--- src/verilog/csq_pkg.sv ---
// Functional notes
// - direction field: 01 reads only, 10 writes only, 11 both, 00 reserved never asserts
// - asynchronous mode: strobe select 0 follows address strobe, 1 follows data strobe
// - acknowledge code 1111 leaves cycle termination to external acknowledge
// - codes 0000 to 1101 insert that many wait states before internal acknowledge
// - code 1110 is fast termination: access completes in two clocks
// - space field: 00 cpu, 01 user, 10 supervisor, 11 supervisor or user
// - cpu space: during interrupt acknowledge compare address level bits with level field
// - level code 000 matches any acknowledge level, 001 to 111 only that level
// - level field affects only chip select, never interrupt recognition
// - mode 0 follows bus strobes, mode 1 synchronises with the e phase clock
// - synchronous mode ignores acknowledge field and flags a pending e clock cycle
// - sixteen-bit port: byte field 00 off, 01 lower, 10 upper, 11 both
package csq_pkg;

  localparam logic [7:0] OFS_OPTION = 8'h00;
  localparam logic [7:0] OFS_STATUS = 8'h04;
  localparam logic [15:0] OPTION_RESET = 16'h0000;

  localparam logic [1:0] DIR_RESERVED = 2'b00;
  localparam logic [1:0] DIR_READ = 2'b01;
  localparam logic [1:0] DIR_WRITE = 2'b10;
  localparam logic [1:0] SPACE_CPU = 2'b00;
  localparam logic [1:0] SPACE_USER = 2'b01;
  localparam logic [1:0] SPACE_SUPV = 2'b10;
  localparam logic [1:0] SPACE_BOTH = 2'b11;
  localparam logic [1:0] BYTE_OFF = 2'b00;
  localparam logic [1:0] BYTE_LOWER = 2'b01;
  localparam logic [1:0] BYTE_UPPER = 2'b10;
  localparam logic [3:0] ACK_FAST = 4'he;
  localparam logic [3:0] ACK_EXT = 4'hf;
  localparam logic [2:0] LEVEL_ANY = 3'h0;
  localparam logic [1:0] RESP_OKAY = 2'b00;
  localparam logic [1:0] RESP_SLVERR = 2'b10;

  // option register layout, msb first
  typedef struct packed {
    logic mode;
    logic [1:0] byte_sel;
    logic [1:0] dir;
    logic strobe_select;
    logic [3:0] ack_code;
    logic [1:0] space;
    logic [2:0] irq_level_match;
    logic autovec;
  } csq_option_t;

  // one bus cycle as offered by the internal bus master
  typedef struct packed {
    logic base_match;
    logic read;
    logic [1:0] space;
    logic iack;
    logic [2:0] addr_level;
    logic [1:0] lanes;
    logic port16;
  } csq_cycle_t;

  typedef enum {ST_IDLE, ST_WAIT, ST_ACK} csq_state_t;

endpackage : csq_pkg

--- src/verilog/csq_qualifier.sv ---
// chip select option qualifier with axi4-lite option/status registers
`timescale 1ns/1ns
module csq_qualifier (
  input wire logic aclk,
  input wire logic aresetn,
  input wire logic [7:0] s_axi_awaddr,
  input wire logic [2:0] s_axi_awprot,
  input wire logic s_axi_awvalid,
  output logic s_axi_awready,
  input wire logic [31:0] s_axi_wdata,
  input wire logic [3:0] s_axi_wstrb,
  input wire logic s_axi_wvalid,
  output logic s_axi_wready,
  output logic [1:0] s_axi_bresp,
  output logic s_axi_bvalid,
  input wire logic s_axi_bready,
  input wire logic [7:0] s_axi_araddr,
  input wire logic [2:0] s_axi_arprot,
  input wire logic s_axi_arvalid,
  output logic s_axi_arready,
  output logic [31:0] s_axi_rdata,
  output logic [1:0] s_axi_rresp,
  output logic s_axi_rvalid,
  input wire logic s_axi_rready,
  input wire csq_pkg::csq_cycle_t cyc,
  input wire logic addr_strobe_n,
  input wire logic data_strobe_n,
  input wire logic e_phase_clock,
  output logic chip_select_n,
  output logic cycle_term_ack,
  output logic ext_ack_select,
  output logic e_cycle_pending
);

  // ---------------- register bus ----------------
  logic [15:0] chip_select_option_q, chip_select_option_d;
  logic bvalid_q, bvalid_d, rvalid_q, rvalid_d;
  logic [1:0] bresp_q, bresp_d, rresp_q, rresp_d;
  logic [31:0] rdata_q, rdata_d;
  logic wr_take, rd_take;
  logic [31:0] status_word;
  csq_pkg::csq_option_t opt;

  // cycle side state, declared here because status reads it
  csq_pkg::csq_state_t state_q, state_d;
  logic [3:0] wait_q, wait_d;
  logic cs_q, cs_d, ack_q, ack_d, epend_q, epend_d, ext_q, ext_d;

  assign opt = csq_pkg::csq_option_t'(chip_select_option_q);

  // write address and data are only taken together; the master offers both at once
  assign wr_take = s_axi_awvalid && s_axi_wvalid && !bvalid_q;
  assign rd_take = s_axi_arvalid && !rvalid_q;
  assign s_axi_awready = wr_take;
  assign s_axi_wready = wr_take;
  assign s_axi_arready = rd_take;
  assign s_axi_bvalid = bvalid_q;
  assign s_axi_bresp = bresp_q;
  assign s_axi_rvalid = rvalid_q;
  assign s_axi_rresp = rresp_q;
  assign s_axi_rdata = rdata_q;

  assign status_word = {24'h0, e_cycle_pending, wait_q, ext_q, ack_q, !chip_select_n};

  always_comb begin
    chip_select_option_d = chip_select_option_q;
    bvalid_d = bvalid_q;
    bresp_d = bresp_q;
    rvalid_d = rvalid_q;
    rresp_d = rresp_q;
    rdata_d = rdata_q;
    if (bvalid_q && s_axi_bready) begin
      bvalid_d = 1'b0;
    end
    if (rvalid_q && s_axi_rready) begin
      rvalid_d = 1'b0;
    end
    if (wr_take) begin
      bvalid_d = 1'b1;
      bresp_d = csq_pkg::RESP_OKAY;
      if (s_axi_awaddr[7:2] == csq_pkg::OFS_OPTION[7:2]) begin
        if (s_axi_wstrb[0]) begin
          chip_select_option_d[7:0] = s_axi_wdata[7:0];
        end
        if (s_axi_wstrb[1]) begin
          chip_select_option_d[15:8] = s_axi_wdata[15:8];
        end
      end else if (s_axi_awaddr[7:2] != csq_pkg::OFS_STATUS[7:2]) begin
        bresp_d = csq_pkg::RESP_SLVERR;
      end
    end
    if (rd_take) begin
      rvalid_d = 1'b1;
      rresp_d = csq_pkg::RESP_OKAY;
      rdata_d = 32'h0;
      if (s_axi_araddr[7:2] == csq_pkg::OFS_OPTION[7:2]) begin
        rdata_d = {16'h0, chip_select_option_q};
      end else if (s_axi_araddr[7:2] == csq_pkg::OFS_STATUS[7:2]) begin
        rdata_d = status_word;
      end else begin
        rresp_d = csq_pkg::RESP_SLVERR;
      end
    end
  end

  always_ff @(posedge aclk) begin
    if (!aresetn) begin
      chip_select_option_q <= csq_pkg::OPTION_RESET;
      bvalid_q <= 1'b0;
      bresp_q <= csq_pkg::RESP_OKAY;
      rvalid_q <= 1'b0;
      rresp_q <= csq_pkg::RESP_OKAY;
      rdata_q <= 32'h0;
    end else begin
      chip_select_option_q <= chip_select_option_d;
      bvalid_q <= bvalid_d;
      bresp_q <= bresp_d;
      rvalid_q <= rvalid_d;
      rresp_q <= rresp_d;
      rdata_q <= rdata_d;
    end
  end

  // ---------------- qualification ----------------
  function automatic logic dir_ok(input logic [1:0] dir, input logic read);
    dir_ok = (dir != csq_pkg::DIR_RESERVED)
          && !(dir == csq_pkg::DIR_READ && !read)
          && !(dir == csq_pkg::DIR_WRITE && read);
  endfunction : dir_ok

  function automatic logic space_ok(input csq_pkg::csq_option_t o, input csq_pkg::csq_cycle_t c);
    case (o.space)
      // level compare only in cpu space; interrupt recognition is untouched here
      csq_pkg::SPACE_CPU: space_ok = c.space == csq_pkg::SPACE_CPU && c.iack
        && (o.irq_level_match == csq_pkg::LEVEL_ANY || o.irq_level_match == c.addr_level);
      csq_pkg::SPACE_USER: space_ok = c.space == csq_pkg::SPACE_USER;
      csq_pkg::SPACE_SUPV: space_ok = c.space == csq_pkg::SPACE_SUPV;
      default: space_ok = c.space == csq_pkg::SPACE_USER || c.space == csq_pkg::SPACE_SUPV;
    endcase
  endfunction : space_ok

  function automatic logic byte_ok(input logic [1:0] sel, input csq_pkg::csq_cycle_t c);
    if (!c.port16) begin
      byte_ok = 1'b1;
    end else begin
      case (sel)
        csq_pkg::BYTE_OFF: byte_ok = 1'b0;
        csq_pkg::BYTE_LOWER: byte_ok = c.lanes[0];
        csq_pkg::BYTE_UPPER: byte_ok = c.lanes[1];
        default: byte_ok = |c.lanes;
      endcase
    end
  endfunction : byte_ok

  logic qual, strobe_ok;
  assign qual = !addr_strobe_n && cyc.base_match && dir_ok(opt.dir, cyc.read)
             && space_ok(opt, cyc)
             && byte_ok(opt.byte_sel, cyc);
  assign strobe_ok = opt.strobe_select ? !data_strobe_n : !addr_strobe_n;

  assign chip_select_n = !cs_q;
  assign cycle_term_ack = ack_q;
  assign ext_ack_select = ext_q;
  assign e_cycle_pending = epend_q;

  always_comb begin
    state_d = state_q;
    wait_d = wait_q;
    ack_d = ack_q;
    // mode 1 tracks the e phase clock, mode 0 the bus strobes
    cs_d = opt.mode ? (qual && e_phase_clock) : (qual && strobe_ok);
    epend_d = qual && opt.mode;
    ext_d = qual && !opt.mode && opt.ack_code == csq_pkg::ACK_EXT;
    case (state_q)
      csq_pkg::ST_IDLE: begin
        ack_d = 1'b0;
        // synchronous cycles and external acknowledge never start the counter
        if (cs_d && !opt.mode && opt.ack_code != csq_pkg::ACK_EXT) begin
          if (opt.ack_code == csq_pkg::ACK_FAST) begin
            state_d = csq_pkg::ST_ACK;
            ack_d = 1'b1;
          end else begin
            state_d = csq_pkg::ST_WAIT;
            wait_d = opt.ack_code;
          end
        end
      end
      csq_pkg::ST_WAIT: begin
        if (!qual) begin
          state_d = csq_pkg::ST_IDLE;
          wait_d = 4'h0;
        end else if (wait_q == 4'h0) begin
          state_d = csq_pkg::ST_ACK;
          ack_d = 1'b1;
        end else begin
          wait_d = wait_q - 4'h1;
        end
      end
      csq_pkg::ST_ACK: begin
        // acknowledge stays until the qualification drops
        if (!qual) begin
          state_d = csq_pkg::ST_IDLE;
          ack_d = 1'b0;
        end
      end
      default: begin
        state_d = csq_pkg::ST_IDLE;
        ack_d = 1'b0;
      end
    endcase
  end

  always_ff @(posedge aclk) begin
    if (!aresetn) begin
      state_q <= csq_pkg::ST_IDLE;
      wait_q <= 4'h0;
      cs_q <= 1'b0;
      ack_q <= 1'b0;
      epend_q <= 1'b0;
      ext_q <= 1'b0;
    end else begin
      state_q <= state_d;
      wait_q <= wait_d;
      cs_q <= cs_d;
      ack_q <= ack_d;
      epend_q <= epend_d;
      ext_q <= ext_d;
    end
  end

  // ---------------- checks ----------------
  logic [4:0] cs_age_q, cs_age_d;
  // edges since chip select asserted, for the wait count check
  always_comb begin
    cs_age_d = cs_q ? cs_age_q + 5'h1 : 5'h0;
  end

  always_ff @(posedge aclk) begin
    if (!aresetn) begin
      cs_age_q <= 5'h0;
    end else begin
      cs_age_q <= cs_age_d;
    end
  end

  chk_dir_qual: assert property (@(posedge aclk) disable iff (!aresetn)
    $rose(cs_q) |-> $past(opt.dir) != csq_pkg::DIR_RESERVED
      && !($past(opt.dir) == csq_pkg::DIR_READ && !$past(cyc.read))
      && !($past(opt.dir) == csq_pkg::DIR_WRITE && $past(cyc.read)))
    else $error("chip select asserted against direction field");

  chk_strobe_align: assert property (@(posedge aclk) disable iff (!aresetn)
    $rose(cs_q) && !$past(opt.mode) |->
      ($past(opt.strobe_select) ? !$past(data_strobe_n) : !$past(addr_strobe_n)))
    else $error("asynchronous chip select not aligned to selected strobe");

  chk_ext_ack: assert property (@(posedge aclk) disable iff (!aresetn)
    $rose(ack_q) |-> $past(opt.ack_code) != csq_pkg::ACK_EXT && !$past(opt.mode))
    else $error("internal acknowledge with external or synchronous setting");

  chk_wait_count: assert property (@(posedge aclk) disable iff (!aresetn)
    $rose(ack_q) && $past(opt.ack_code) < csq_pkg::ACK_FAST |->
      cs_age_q == {1'b0, $past(opt.ack_code)} + 5'h1)
    else $error("wait state count differs from acknowledge code");

  chk_fast_term: assert property (@(posedge aclk) disable iff (!aresetn)
    $rose(cs_q) && $past(opt.ack_code) == csq_pkg::ACK_FAST && !$past(opt.mode) |-> ack_q)
    else $error("fast termination did not acknowledge with chip select");

  chk_space_match: assert property (@(posedge aclk) disable iff (!aresetn)
    $rose(cs_q) && $past(opt.space) != csq_pkg::SPACE_CPU |->
      $past(cyc.space) != csq_pkg::SPACE_CPU
      && ($past(opt.space) == csq_pkg::SPACE_BOTH || $past(opt.space) == $past(cyc.space)))
    else $error("chip select asserted in wrong address space");

  chk_level_match: assert property (@(posedge aclk) disable iff (!aresetn)
    $rose(cs_q) && $past(opt.space) == csq_pkg::SPACE_CPU |-> $past(cyc.iack)
      && ($past(opt.irq_level_match) == csq_pkg::LEVEL_ANY
        || $past(opt.irq_level_match) == $past(cyc.addr_level)))
    else $error("acknowledge chip select with mismatched level");

  chk_sync_e_phase_clock: assert property (@(posedge aclk) disable iff (!aresetn)
    cs_q && $past(opt.mode) |-> $past(e_phase_clock))
    else $error("synchronous chip select outside e clock phase");

  chk_sync_pending: assert property (@(posedge aclk) disable iff (!aresetn)
    qual && opt.mode |=> epend_q && !$rose(ack_q))
    else $error("synchronous match did not flag pending e cycle");

  chk_byte_lane: assert property (@(posedge aclk) disable iff (!aresetn)
    $rose(cs_q) |-> $past(cyc.base_match)
      && !($past(cyc.port16) && $past(opt.byte_sel) == csq_pkg::BYTE_OFF))
    else $error("chip select without base match or with byte option off");

  chk_ack_release: assert property (@(posedge aclk) disable iff (!aresetn)
    ack_q && !qual |=> !ack_q)
    else $error("acknowledge held after qualification dropped");

  chk_ext_select: assert property (@(posedge aclk) disable iff (!aresetn)
    ext_q |-> $past(qual) && !$past(opt.mode) && $past(opt.ack_code) == csq_pkg::ACK_EXT)
    else $error("external acknowledge selected outside qualified asynchronous cycle");

  chk_cs_in_cycle: assert property (@(posedge aclk) disable iff (!aresetn)
    cs_q |-> !$past(addr_strobe_n))
    else $error("chip select asserted outside a bus cycle");

endmodule : csq_qualifier

--- config.mk ---
export PLATFORM = sky130hd
export DESIGN_NAME = csq_qualifier
export DESIGN_NICKNAME = d
export VERILOG_FILES = /design/src/verilog/csq_pkg.sv /design/src/verilog/csq_qualifier.sv
export SDC_FILE = /design/constraint.sdc
export NUM_CORES = 1
export LEC_CHECK = 0
export ABC_AREA = 1
export BUFFER_PORTS_ARGS = -buffer_cell sky130_fd_sc_hd__buf_2
export CAP_MARGIN = 20
export CORE_MARGIN = 1.5
export CORE_UTILIZATION = 30
export DETAILED_ROUTE_END_ITERATION = 10
export GPL_TIMING_DRIVEN = 1
export PLACE_DENSITY_LB_ADDON = 0.15
export SYNTH_ARGS = -nofsm -noshare
export SYNTH_HDL_FRONTEND = slang
export SYNTH_SLANG_ARGS = --single-unit
--- constraint.sdc ---
create_clock -name aclk -period 2 [get_ports aclk]
set_clock_uncertainty 0.2 [all_clocks]
set_input_delay 0.2 -clock aclk [delete_from_list [all_inputs] [get_ports aclk]]
set_output_delay 0.2 -clock aclk [all_outputs]
set_load 0.02 [all_outputs]
==> flow_summary.json, run 1 <==
{
  "drt_first_pass_iters": 4,
  "critPathMaxFanout": 16,
  "synthSimpleGateAreaFrac": 0.220,
  "grt_pass1_wl_um": 9680,
  "finalCriticalPeriod_ns": 1.87,
  "drv_slew": 0,
  "endpoint_kind": "register",
  "max_cap_viol_count": 0,
  "synth_xor_area_frac": 0.00758,
  "dieWidth_um": 90.8,
  "syn_area_um2": 2310,
  "dp_hpwl_um": 4370,
  "grt_overflow": 0,
  "utilization": 0.420,
  "synth-seq-area-share": 0.398,
  "place_area_um2": 2740,
  "die_area_um2": 8240,
  "clock.fmax_mhz": 535,
  "final_area_um2": 3090,
  "yosys_warnings": 0,
  "hold_viol": 0,
  "crit_required_ns": 1.99,
  "finalSetupTns_ns": 0,
  "placedCellCount": 489,
  "status": "finished clean",
  "clock_latency_ns": 0.30,
  "final-instance-count-excl-fill": 518,
  "drive_gt1_frac": 0.251,
  "area_delta_synth_final_pct": 33.7,
  "initial_core_util": 0.314,
  "leakagePower_nw": 1.50,
  "startpoint_type": "primary input",
  "synth_cells": 318,
  "critical_path_arrival_ns": 1.86,
  "num_antenna_cells": 0,
  "cts_sinks": 46,
  "post-route-drc-count": 0,
  "place_congestion": 0.874,
  "p_per_area_nw_per_um2": 663,
  "cts_resized": 0,
  "h-tree-depth": 2,
  "row_count": 31,
  "core_area_um2": 7370,
  "synth_compound_area_frac": 0.181,
  "synthMuxAreaShare": 0,
  "clockBufferDepth": 2,
  "ys_ff_latch": 46,
  "setup_viol": 0,
  "routedWlPerCell_um": 11.2,
  "wl_um": 5820,
  "synth_top_family_by_area": "simple AND/OR/NAND/NOR gates",
  "grt_antenna_before_repair": 0,
  "clk_pin_slew_ns": 0.09,
  "ant_nets": 0,
  "grt_max_degree": 20,
  "period_share": 0.935,
  "avgSynthCellArea_um2": 7.27,
  "worstSetupPathType": "in -> reg",
  "rrSetupSlack_ns": 0.31,
  "peakVddDrop_mv": 0.284,
  "die_h_um": 90.8,
  "placement.io_buffers": 77,
  "via_per_inst": 4.37,
  "cts_tree": "done",
  "rsz0062_at_grt": "yes",
  "ys_types": 32,
  "synth_fa_ha_area_frac": 0.0271,
  "track_usage": 0.145,
  "pin_count": 124,
  "num_vias": 2264,
  "hold_path.class": "in -> reg",
  "fin_nets": 502,
  "cts_buffers": 5,
  "grt_pass1_vias": 2095,
  "fin_total_pwr_mw": 2.05,
  "drtIter0Drc": 132,
  "root_buffer": "clkbuf_8"
}
final timing paths:
check | end | cells past startpoint | startpoint
worst max-delay path | chip_select_option_q[11] | 8 | s_axi_awaddr[7]
worst min register to register | chip_select_option_q[0] | 2 | chip_select_option_q[0]
worst min-delay path | s_axi_bresp[1] | 3 | s_axi_awaddr[5]
worst max register to register | wait_q[3] | 8 | chip_select_option_q[15]
repair_timing:
item                                   4_1_cts  5_1_grt
endpoints found under the hold margin       19        0
setup buffers                                0        0
setup endpoints to repair                    0       14
hold buffers                                21        0
routing by layer:
layer  track usage  wire, µm  vias to the layer above
met1         0.189      2750                      994
met4        0.0352        58                        0
met5             0         0                        -
met3        0.0362       347                        6
li1              -         -                     1187
met2         0.241      2670                       77
synthesized netlist by cell type:
library cell	n	area [µm²]
xor2_1	2	17.5
nor2_1	37	139
clkbuf_1	4	15.0
ha_1	5	62.6
o211a_1	1	10.0
o21ai_0	26	130
o221ai_1	8	70.1
inv_1	45	169
nor3_2	1	10.0
dfxtp_1	46	921
nor2_2	1	6.26
buf_6	1	11.3
nor2_4	1	11.3
o21ai_1	4	20.0
buf_4	19	143
a31oi_1	2	12.5
clkinv_1	3	11.3
inv_2	4	15.0
nand4_1	3	18.8
a22oi_1	8	60.1
a211oi_1	1	7.51
conb_1	1	3.75
o21ai_2	1	8.76
nand3_1	9	45.0
nor3_4	1	16.3
buf_2	3	15.0
nor4_1	1	6.26
nand2_2	3	18.8
nand3_2	3	30.0
a21oi_1	20	100
nor3_1	4	20.0
nand2_1	50	188
flip-flops by register name, indices dropped and copies added (netlist names):
| signal | cells |
|---|---|
| cycle_term_ack | 1 |
| s_axi_rvalid | 1 |
| cs_q | 1 |
| chip_select_option_q | 16 |
| e_cycle_pending | 1 |
| s_axi_rdata | 16 |
| state_q | 2 |
| s_axi_rresp | 1 |
| s_axi_bvalid | 1 |
| ext_ack_select | 1 |
| wait_q | 4 |
| s_axi_bresp | 1 |
critical path, cell delays in order:
cell and delay, ns:
dlygate4sd3_1 0.52, buf_2 0.11, nor3_1 0.18, nand2_1 0.09
nor2_2 0.14, nand3_2 0.27, o21ai_0 0.27, a21oi_1 0.06
cell type report:
type,instances,area [µm²]
fillers,798,4280
multi-input cells,210,1080
flip-flops and latches,46,921
repair buffers,103,633
inverters,52,195
well taps,99,124
clock buffers,6,82.6
clock inverters,2,60.1
kinds of logic after synthesis:
| logic type | count (synthesis) |
|---|---|
| compound gates | 71 |
| xor+xnor | 2 |
| fa+ha+maj | 5 |
| buf+inv | 79 |
| flops | 46 |
| other cells | 1 |
| simple gates | 114 |
cells in the final DEF (no fill, tap or decap), types with 5 or more instances in the layout:
cell	netlist	layout
buf_2	3	77
o21ai_0	26	26
nand2_1	50	50
clkbuf_8	0	6
dlygate4sd3_1	0	21
o221ai_1	8	8
nor2_1	37	37
conb_1	1	18
a22oi_1	8	8
a21oi_1	20	20
nand3_1	9	9
buf_4	19	5
ha_1	5	5
dfxtp_1	46	46
inv_1	45	45
stage by stage:
step | setup WS, ns | hold WS, ns
6_report | 0.130 | 0.00151
3_3_place_gp | 0.135 | 0.248
2_1_floorplan | 0.221 | 0.138
5_1_grt | -0.0952 | 0.0464
4_1_cts | 0.104 | 0.00146
3_5_place_dp | 0.120 | 0.252
power by group:
| group | switching [mW] | leakage, nW | internal (mW) |
|---|---|---|---|
| clock | 0.324 | 0.0714 | 0.533 |
| sequential | 0.00898 | 0.373 | 0.932 |
| combinational | 0.145 | 1.05 | 0.106 |
| total | 0.478 | 1.50 | 1.57 |
Power figures use the tool's default switching activity.
==> inputs of run 2 (changes only) <==
==> constraint.sdc (replaced) <==
create_clock -name aclk -period 2.4 [get_ports aclk]
set_clock_uncertainty 0.2 [all_clocks]
set_input_delay 0.24 -clock aclk [delete_from_list [all_inputs] [get_ports aclk]]
set_output_delay 0.24 -clock aclk [all_outputs]
set_load 0.02 [all_outputs]
==> run 2 against run 1 <==
Compared with the run above:
- via count fell by 4.2%
- setup slack better by 0.42 ns
- register-to-register slack improved by 0.40 ns
- largest cell class unchanged
- largest power group unchanged
- routed wire length decreased by 2.6%
- clock-buffer cell count unchanged
- flip-flop and latch count stayed put
- die area stayed put
==> flow_summary.json, run 2 (synthesis results as in run 1) <==
{
  "status": "finished clean",
  "fill_cells": 811,
  "root_buffer": "clkbuf_8",
  "post-route-drc-count": 0,
  "switchingPower_mw": 0.392,
  "clock_latency_ns": 0.30,
  "leakagePower_nw": 1.41,
  "track_usage": 0.142,
  "max_cap_viol_count": 0,
  "r2r-start": "chip_select_option_q[10]",
  "cts_sinks": 46,
  "multi_input_area_um2": 1080,
  "pwr-share-clk": 0.425,
  "num_vias": 2170,
  "dieWidth_um": 90.8,
  "rsz0062_at_grt": "no",
  "h-tree-depth": 2,
  "pin_count": 124,
  "place_area_um2": 2720,
  "grt_pass1_wl_um": 9380,
  "crit_start": "s_axi_rvalid",
  "peakVddDrop_mv": 0.282,
  "place_congestion": 0.880,
  "hold_path.class": "in -> reg",
  "setup_viol": 0,
  "die_h_um": 90.8,
  "dp_hpwl_um": 4390,
  "finalCriticalPeriod_ns": 1.85,
  "worstSetupPathType": "reg -> out",
  "hold_slack_ns": 0.00213,
  "dpl_worst_slack_ns": 0.486,
  "grt_overflow": 0,
  "internal_power_mw": 1.29,
  "p_per_area_nw_per_um2": 581,
  "grt_antenna_before_repair": 0,
  "period_share": 0.772,
  "critPathMaxFanout": 16,
  "placement.io_buffers": 77,
  "startpoint_type": "register",
  "p_seq_frac": 0.468,
  "critical_path_arrival_ns": 1.41,
  "wl_um": 5670,
  "die_area_um2": 8240,
  "p_comb_frac": 0.107,
  "regArea_um2": 921,
  "row_count": 31,
  "clock.fmax_mhz": 540,
  "cts_buffers": 5,
  "area_delta_synth_final_pct": 24.8,
  "final_area_um2": 2890,
  "clockBufferDepth": 2,
  "finalWorstSetupSlack_ns": 0.547,
  "via_per_inst": 4.37,
  "initial_core_util": 0.314,
  "routedWlPerCell_um": 11.4,
  "clk_pin_slew_ns": 0.09,
  "drive_gt1_frac": 0.259,
  "utilization": 0.392,
  "hold_viol": 0,
  "ant_nets": 0,
  "sw_frac_of_total": 0.234,
  "core_area_um2": 7370,
  "final_common_cell": "buf_2",
  "fin_nets": 481,
  "layout_common_cells": "77 x buf_2, 50 x nand2_1, 46 x dfxtp_1",
  "num_antenna_cells": 0,
  "drt_first_pass_iters": 4,
  "cts_tree": "done",
  "endpoint_kind": "primary output",
  "crit_required_ns": 1.96,
  "hp-start": "s_axi_wdata[12]",
  "grt_pass1_vias": 2053,
  "drv_slew": 0,
  "finalSetupTns_ns": 0,
  "grt_max_degree": 33,
  "drtIter0Drc": 63
}
[run 2: changes by cell type in the layout (fill, tap and decap cells not counted), sizes merged]
cell         delta
dlygate4sd3    -19
buf             -2
[run 2: routing by layer]
| layer | wire length (µm) | track usage |
|---|---|---|
| met1 | 2680 | 0.177 |
| met5 | 0 | 0 |
| met3 | 405 | 0.0404 |
| met4 | 89 | 0.0508 |
| met2 | 2500 | 0.231 |
[run 2: final timing paths]
| check | endpoint | slack [ns] | cells after the start |
|---|---|---|---|
| setup / recovery | s_axi_arready | 0.55 | 3 |
| hold / removal | chip_select_option_q[12] | 0.002 | 3 |
| setup reg to reg | wait_q[0] | 0.71 | 9 |
| hold reg to reg | chip_select_option_q[0] | 0.26 | 2 |
[run 2: metrics by stage]
step,std cells,total power [mW]
6_report,497,1.68
3_3_place_gp,487,0.982
4_1_cts,497,1.71
5_1_grt,497,1.75
2_1_floorplan,335,0.931
3_5_place_dp,487,0.983
[run 2: area by class of cell]
type	count	share of cell area
well taps	99	0.0429
inverters	52	0.0676
flip-flops and latches	46	0.319
clock buffers	6	0.0286
multi-input cells	210	0.373
repair buffers	82	0.148
clock inverters	2	0.0208
[run 2: timing repair]
item / in CTS / in global routing
hold buffers: 2 / 0
setup buffers: 0 / 0
endpoints found under the hold margin: 2 / 0
gates resized for setup: 0 / 0
[run 2: critical path: stages, from the launching register on]
cell and delay (ns):
dfxtp_1 0.33, nor2_1 0.33, buf_4 0.27, buf_2 0.19
[run 2: power by group through the flow]
stage	combinational [mW]	clock (mW)	sequential, mW
floorplan	0.112	0	0.819
global placement	0.179	0	0.803
detailed placement	0.180	0	0.803
CTS	0.183	0.739	0.785
global route	0.202	0.762	0.787
finish	0.180	0.713	0.785
